--- config.mk ---
export PLATFORM = sky130hd
export DESIGN_NAME = dgea_top
export DESIGN_NICKNAME = d
export VERILOG_FILES = /design/src/logic/dgea_pkg.sv /design/src/logic/dgea_top.sv
export SDC_FILE = /design/constraint.sdc
export NUM_CORES = 1
export LEC_CHECK = 0
export BUFFER_PORTS_ARGS = -buffer_cell sky130_fd_sc_hd__buf_2
export CORE_MARGIN = 2
export CORE_UTILIZATION = 60
export DETAILED_ROUTE_END_ITERATION = 10
export PLACE_DENSITY = 0.81
export SETUP_SLACK_MARGIN = 0.4
export SYNTH_ARGS = -nofsm -noshare
export SYNTH_HDL_FRONTEND = slang
export SYNTH_SLANG_ARGS = --single-unit
--- constraint.sdc ---
create_clock -name clk_i -period 5.15 [get_ports clk_i]
set_clock_uncertainty 0.05 [all_clocks]
set_input_delay 1.545 -clock clk_i [delete_from_list [all_inputs] [get_ports clk_i]]
set_output_delay 1.545 -clock clk_i [all_outputs]
set_load 0.02 [all_outputs]
--- src/logic/dgea_pkg.sv ---
// Purpose: constants and types for the dma run control and channel pointers
// Assumes: 32-bit classic wishbone register access, byte addresses
// Notes:   two channels, one register window of four words per channel
package dgea_pkg;
   localparam int          NCH        = 2;
   localparam logic [7:0]  GCFG_OFF   = 8'h00;
   localparam logic [3:0]  CH_PAGE0   = 4'h1;
   localparam logic [1:0]  SRC_IDX    = 2'h0;
   localparam logic [1:0]  DST_IDX    = 2'h1;
   localparam logic [1:0]  SETUP_IDX  = 2'h2;
   localparam logic [1:0]  CNT_IDX    = 2'h3;
   localparam int          GCFG_RUN   = 0;
   localparam int          GCFG_MBIT  = 1;
   localparam int          SET_EN     = 0;
   localparam int          SET_SSZ    = 1;
   localparam int          SET_DSZ    = 4;
   localparam int          SET_FAULT  = 9;
   localparam logic [2:0]  SZ_BYTE    = 3'h0;
   localparam logic [2:0]  SZ_HALF    = 3'h1;
   localparam logic [2:0]  SZ_WORD    = 3'h2;
   localparam logic [31:0] PTR_RESET  = 32'h0000_0000;
   localparam logic [15:0] CNT_RESET  = 16'h0000;

   typedef enum logic [1:0] {
      DGEA_IDLE = 2'b01,
      DGEA_BUSY = 2'b10
   } dgea_st_t;

   typedef struct packed {
      dgea_st_t                 st;
      logic                     run;
      logic                     mbit;
      logic [NCH-1:0]           en;
      logic [NCH-1:0]           fault;
      logic [NCH-1:0][2:0]      ssz;
      logic [NCH-1:0][2:0]      dsz;
      logic [NCH-1:0][31:0]     src;
      logic [NCH-1:0][31:0]     dst;
      logic [NCH-1:0][15:0]     cnt;
      logic                     act;
      logic                     ack;
      logic [31:0]              dat;
      logic                     req;
      logic [31:0]              msrc;
      logic [31:0]              mdst;
      logic [2:0]               mssz;
      logic [2:0]               mdsz;
   } dgea_state_t;
endpackage

--- src/logic/dgea_top.sv ---
// Purpose: global run control, per-channel source and target pointers
// Assumes: one clock, synchronous reset, mem_done_i from same-clock logic
// Notes:   one item is moved at a time, lowest enabled channel first
//
// The register addresses and the Wishbone slave port were chosen for this implementation.
`timescale 1ns/1ps
`default_nettype none
module dgea_top
   import dgea_pkg::*;
(
   input  wire logic        clk_i,
   input  wire logic        rst_i,
   input  wire logic        ce_i,
   input  wire logic        cyc_i,
   input  wire logic        stb_i,
   input  wire logic        we_i,
   input  wire logic [7:0]  adr_i,
   input  wire logic [3:0]  sel_i,
   input  wire logic [31:0] dat_i,
   output logic [31:0]      dat_o,
   output logic             ack_o,
   input  wire logic        mem_done_i,
   output logic             mem_req_o,
   output logic [31:0]      mem_src_o,
   output logic [31:0]      mem_dst_o,
   output logic [2:0]       mem_ssz_o,
   output logic [2:0]       mem_dsz_o,
   output logic             mem_chan_o
);
   import dgea_pkg::*;

   dgea_state_t s_q;
   dgea_state_t s_d;

   // reserved size codes advance as bytes
   function automatic logic [31:0] step(input logic [2:0] sz);
      logic [31:0] r;
      r = 32'h0000_0001;
      if (sz == SZ_HALF) r = 32'h0000_0002;
      if (sz == SZ_WORD) r = 32'h0000_0004;
      return r;
   endfunction

   // alignment is judged once, when enable is written
   function automatic logic misal(input logic [2:0] sz,
                                  input logic [31:0] a);
      logic r;
      r = 1'b0;
      if (sz == SZ_HALF) r = a[0];
      if (sz == SZ_WORD) r = |a[1:0];
      return r;
   endfunction

   // byte-lane merge for partial writes
   function automatic logic [31:0] merge(input logic [31:0] old,
                                         input logic [31:0] nw,
                                         input logic [3:0]  sel);
      logic [31:0] r;
      r = old;
      for (int b = 0; b < 4; b++) begin
         if (sel[b]) r[8*b +: 8] = nw[8*b +: 8];
      end
      return r;
   endfunction

   logic        req_new;
   logic        is_gcfg;
   logic        ch_hit;
   logic        ch;
   logic [1:0]  ridx;
   logic [31:0] wv;
   logic        pick;
   logic        found;

   always_comb begin
      s_d     = s_q;
      req_new = cyc_i && stb_i && !s_q.ack;
      is_gcfg = (adr_i == GCFG_OFF);
      // two pages only; other addresses except GCFG_OFF read zero
      ch_hit  = (adr_i[7:4] == CH_PAGE0) ||
                (adr_i[7:4] == CH_PAGE0 + 4'h1);
      ch      = adr_i[4] ^ CH_PAGE0[0];
      ridx    = adr_i[3:2];
      wv      = 32'h0000_0000;
      pick    = 1'b0;
      found   = 1'b0;
      // answer drops the cycle after it was given
      s_d.ack = req_new;
      s_d.dat = 32'h0000_0000;
      if (req_new) begin
         if (is_gcfg) begin
            s_d.dat[GCFG_RUN]  = s_q.run;
            s_d.dat[GCFG_MBIT] = s_q.mbit;
            if (we_i && sel_i[0]) begin
               s_d.run  = dat_i[GCFG_RUN];
               s_d.mbit = dat_i[GCFG_MBIT];
            end
         end else if (ch_hit && s_q.run) begin
            unique case (ridx)
               SRC_IDX: begin
                  s_d.dat = s_q.src[ch];
                  if (we_i && !s_q.en[ch])
                     s_d.src[ch] = merge(s_q.src[ch], dat_i, sel_i);
               end
               DST_IDX: begin
                  s_d.dat = s_q.dst[ch];
                  if (we_i && !s_q.en[ch])
                     s_d.dst[ch] = merge(s_q.dst[ch], dat_i, sel_i);
               end
               SETUP_IDX: begin
                  s_d.dat[SET_EN]              = s_q.en[ch];
                  s_d.dat[SET_SSZ +: 3]        = s_q.ssz[ch];
                  s_d.dat[SET_DSZ +: 3]        = s_q.dsz[ch];
                  s_d.dat[SET_FAULT]           = s_q.fault[ch];
                  if (we_i) begin
                     wv = merge(s_d.dat, dat_i, sel_i);
                     // sizes stay writable while enabled; software keeps them
                     // item size codes
                     s_d.ssz[ch] = wv[SET_SSZ +: 3];
                     s_d.dsz[ch] = wv[SET_DSZ +: 3];
                     if (sel_i[1] && dat_i[SET_FAULT])
                        s_d.fault[ch] = 1'b0;
                     if (wv[SET_EN] && !s_q.en[ch] &&
                         (misal(wv[SET_SSZ +: 3], s_q.src[ch]) ||
                          misal(wv[SET_DSZ +: 3], s_q.dst[ch])))
                        // misaligned start refused, flag set wins
                        s_d.fault[ch] = 1'b1;
                     else
                        s_d.en[ch] = wv[SET_EN];
                  end
               end
               CNT_IDX: begin
                  s_d.dat[15:0] = s_q.cnt[ch];
                  // count is 16 bits; upper lanes are dropped on purpose
                  if (we_i && !s_q.en[ch]) begin
                     wv = merge({16'h0000, s_q.cnt[ch]}, dat_i, sel_i);
                     s_d.cnt[ch] = wv[15:0];
                  end
               end
            endcase
         end
      end

      unique case (s_q.st)
         DGEA_IDLE: begin
            // fixed priority: channel 1 may wait behind channel 0
            for (int c = NCH - 1; c >= 0; c--) begin
               if (s_q.en[c]) begin
                  found = 1'b1;
                  pick  = c[0];
               end
            end
            if (found && s_q.run) begin
               if (s_q.cnt[pick] == CNT_RESET) begin
                  // nothing left: channel switches itself off
                  s_d.en[pick] = 1'b0;
               end else begin
                  s_d.act  = pick;
                  s_d.req  = 1'b1;
                  s_d.msrc = s_q.src[pick];
                  s_d.mdst = s_q.dst[pick];
                  s_d.mssz = s_q.ssz[pick];
                  s_d.mdsz = s_q.dsz[pick];
                  s_d.st   = DGEA_BUSY;
               end
            end
         end
         DGEA_BUSY: begin
            // an item in flight always completes, even if stopped
            if (mem_done_i) begin
               s_d.req = 1'b0;
               s_d.src[s_q.act] = s_q.src[s_q.act] + step(s_q.mssz);
               s_d.dst[s_q.act] = s_q.dst[s_q.act] + step(s_q.mdsz);
               s_d.cnt[s_q.act] = s_q.cnt[s_q.act] - 16'h0001;
               if (s_q.cnt[s_q.act] == 16'h0001)
                  s_d.en[s_q.act] = 1'b0;
               s_d.st = DGEA_IDLE;
            end
         end
      endcase
   end

   // reset overrides ce_i so a frozen block can still be cleared
   always_ff @(posedge clk_i) begin
      if (rst_i) begin
         s_q       <= '0;
         s_q.st    <= DGEA_IDLE;
         s_q.src   <= {NCH{PTR_RESET}};
         s_q.dst   <= {NCH{PTR_RESET}};
         s_q.cnt   <= {NCH{CNT_RESET}};
      end else if (ce_i) begin
         s_q <= s_d;
      end
   end

   // outputs come straight from the state register
   assign dat_o      = s_q.dat;
   assign ack_o      = s_q.ack;
   assign mem_req_o  = s_q.req;
   assign mem_src_o  = s_q.msrc;
   assign mem_dst_o  = s_q.mdst;
   assign mem_ssz_o  = s_q.mssz;
   assign mem_dsz_o  = s_q.mdsz;
   assign mem_chan_o = s_q.act;
endmodule
`default_nettype wire

==> results.json <==
{
  "outcome": "completed",
  "dieArea_sq_um": 33900,
  "synth_cells": 2417,
  "synth_edf_count": 0,
  "diodes": 0,
  "grt_pass1_vias": 18300,
  "power.density_nw_per_um2": 252,
  "critPathLaunchType": "input pin",
  "nets": 2432,
  "pin_count": 156,
  "core_sq_um": 31700,
  "crit_chain": "buf_2, nand2_1, nor4_4, nand2_2, a21oi_4, buf_4, nor2_1, a211oi_1",
  "rrSetupSlack_ns": 1.36,
  "ys_seq_area_share_pct": 29.3,
  "synth_cell_types": 98,
  "critPathKind": "input pin to flip-flop",
  "maxCapViolations": 0,
  "cts_htree_levels": 2,
  "final_util_pct": 66.2,
  "cp-end-kind": "flip-flop",
  "hold_start": "dat_o[5]",
  "cts_tree": "done",
  "hpwl_microns": 53000,
  "grt_pass1_wl_microns": 112000,
  "vias": 20100,
  "crit_path_max_fanout": 16,
  "postCtsSetupBuffers": 0,
  "timing.critical_path.from": "adr_i[2]",
  "hold_buffers": 0,
  "drtPass1Iterations": 6,
  "slew-limit-headroom_pct": 28.7,
  "clk_latency_ns": 0.52,
  "required_ns": 5.52,
  "synth_flop_cell": "dfxtp_1",
  "leakagePower_nw": 7.45,
  "drive_above_1_share_pct": 18.1,
  "min_period_ns": 3.84,
  "wl_microns": 75200,
  "avgRoutedWirePerCell_microns": 26.9,
  "cp_slowest_cell": "a21oi_4",
  "dieWidth_microns": 184,
  "path_clk_slew_ns": 0.06,
  "design_area_sq_um": 21000,
  "synth-seq-cells": 285,
  "reg2reg_from": "mem_chan_o",
  "tightest_slew_ns": 1.07,
  "min_path_type": "flip-flop to flip-flop",
  "gr-usage-all-layers_pct": 43.3,
  "critPathMaxStageDelay_ns": 0.56,
  "yosysTopAreaCellShare_pct": 29.3,
  "min_to": "dat_o[5]",
  "async_flop_share_pct": 0,
  "dieHeight_microns": 184,
  "finalSetupViolations": 0,
  "syn_nets": 2478,
  "cts_num_sinks": 285,
  "syn_avg_cell_area_sq_um": 8.05,
  "clock_path_buffers": 3,
  "ys_warn_count": 0,
  "fin_tns_setup_ns": 0,
  "slew_violations": 0,
  "synthTopCellsByArea": "dfxtp_1 (29%), a21oi_1 (5.4%), mux2i_1 (5.3%), nand2_1 (4.9%), mux4_2 (4.5%)",
  "cts-root-buf": "clkbuf_16",
  "grt_max_degree": 153,
  "overflow": 0,
  "finalCritPeriodShare_pct": 74.6,
  "cts_resized": 0,
  "regToRegEndpoint": "s_q[135]",
  "ff2ff_path_depth": 8,
  "rsz0062_at_grt": "no",
  "via_per_inst": 7.18,
  "initial_core_util_pct": 61.3,
  "cts_made_buffers": 34,
  "syn-cell-area_sq_um": 19500,
  "yosys.area.top_type": "dfxtp_1",
  "final_hold_viol_count": 0,
  "rows": 65,
  "ant_nets": 0,
  "whs_path_depth": 2,
  "drtIter0Drc": 3128,
  "total_power_w": 0.00530,
  "drc": 0,
  "port_buffers": 155,
  "ir_worst_vdd_mv": 0.287,
  "antenna_found_initial": 1,
  "area_growth_pct": 7.89,
  "critPathArrivalTime_ns": 4.21,
  "gp_congestion": 1.02,
  "fmax_ghz": 0.260,
  "dpl_cell_area_sq_um": 19700
}
## stage by stage
stage               std cells  hold WS, ns  setup slack (ns)
floorplan                2417        0.396              1.05
global placement         2737        0.407             0.887
detailed placement       2737        0.422             0.888
CTS                      2798        0.436              1.42
global route             2798        0.461              1.16
finish                   2798        0.434              1.31
## cell families (layout without fill, tap and decap cells)
logic type / Yosys count / count (layout) / share of synthesized area, %
AOI/OAI and AO/OA: 756 / 756 / 26.2
xor gates and xnor gates: 65 / 65 / 2.93
adders and majority gates: 10 / 10 / 0.720
buffers and inverters: 328 / 307 / 8.89
DFF: 285 / 285 / 29.3
muxes: 182 / 182 / 12.1
and+or+nand+nor: 791 / 791 / 19.8
## critical path, delay by kind of cell
kind / cells / cell delay (ns)
compound gates: 2 / 0.76
buf+inv: 2 / 0.71
simple gates: 4 / 1.17
## sequential cells by signal, indices dropped and copies added (netlist names), named ones only
signal,count
mem_dst_o,32
dat_o,32
mem_ssz_o,3
mem_src_o,32
ack_o,1
mem_req_o,1
mem_chan_o,1
s_q,166
mem_dsz_o,3
## power by group
part | leakage [nW] | internal (W) | switching (W) | total, W
clock | 0.614 | 0.00172 | 0.00103 | 0.00275
combinational | 4.54 | 0.0000990 | 0.000237 | 0.000336
sequential | 2.30 | 0.00221 | 0.00000462 | 0.00221
total | 7.45 | 0.00403 | 0.00127 | 0.00530
## cell usage in the layout, fill, tap and decap left out, types with 10 or more instances in the layout
| cell | netlist | final |
|---|---|---|
| mux4_2 | 39 | 39 |
| nor2_1 | 230 | 230 |
| buf_2 | 31 | 152 |
| clkbuf_16 | 0 | 35 |
| dfxtp_1 | 285 | 284 |
| a211oi_1 | 33 | 32 |
| o21a_1 | 10 | 10 |
| o21ai_0 | 118 | 118 |
| mux2_2 | 39 | 39 |
| xnor2_1 | 40 | 40 |
| o221a_1 | 13 | 13 |
| mux2i_1 | 103 | 103 |
| a21oi_1 | 209 | 208 |
| o221a_2 | 16 | 16 |
| o21ai_1 | 49 | 49 |
| nor2b_1 | 17 | 16 |
| o22ai_1 | 47 | 47 |
| buf_4 | 108 | 63 |
| xor2_1 | 25 | 25 |
| a31oi_1 | 16 | 16 |
| nand3b_1 | 20 | 20 |
| nand4_1 | 15 | 15 |
| a21o_1 | 17 | 17 |
| nor3_1 | 42 | 42 |
| nand2_1 | 256 | 255 |
| nand3_1 | 68 | 68 |
| a22oi_1 | 35 | 35 |
| inv_1 | 22 | 21 |
| nor4_1 | 13 | 13 |
| o211ai_1 | 12 | 12 |
| o31ai_1 | 12 | 12 |
| nor3b_1 | 13 | 13 |
| or3_1 | 16 | 16 |
| nand2b_1 | 30 | 29 |
| and3_1 | 15 | 15 |
| a311oi_1 | 80 | 80 |
## layout make-up
class                   count  area (sq um)
well taps                 402           503
repair buffers            223          1380
inverters                  23          86.3
multi-input cells        1804         12100
flip-flops and latches    285          5710
fillers                  2684         10700
clock buffers              44           960
clock inverters            17           302
## synthesized netlist by cell type, types with 47 or more instances
master / n
a21oi_1: 209
dfxtp_1: 285
clkbuf_1: 144
nand3_1: 68
o21ai_1: 49
buf_4: 108
mux2i_1: 103
a311oi_1: 80
o21ai_0: 118
nor2_1: 230
o22ai_1: 47
nand2_1: 256
## worst max path at each step
stage          endpoint  slack, ns  cells past startpoint
2_1_floorplan  s_q[158]       1.05                     17
3_3_place_gp   s_q[140]       0.89                      8
3_5_place_dp   s_q[140]       0.89                      8
4_1_cts        s_q[140]       1.42                      8
5_1_grt        s_q[148]       1.16                      7
6_report       s_q[174]       1.31                      8
## layer usage
metal / vias up / track usage, % / wire length (microns)
met2: 1622 / 61.1 / 30600
met4: 2 / 16.5 / 2840
li1: 8759 / - / -
met1: 9488 / 62.0 / 30200
met5: - / 0 / 13
met3: 219 / 12.4 / 11500
Power figures use the tool's default switching activity.
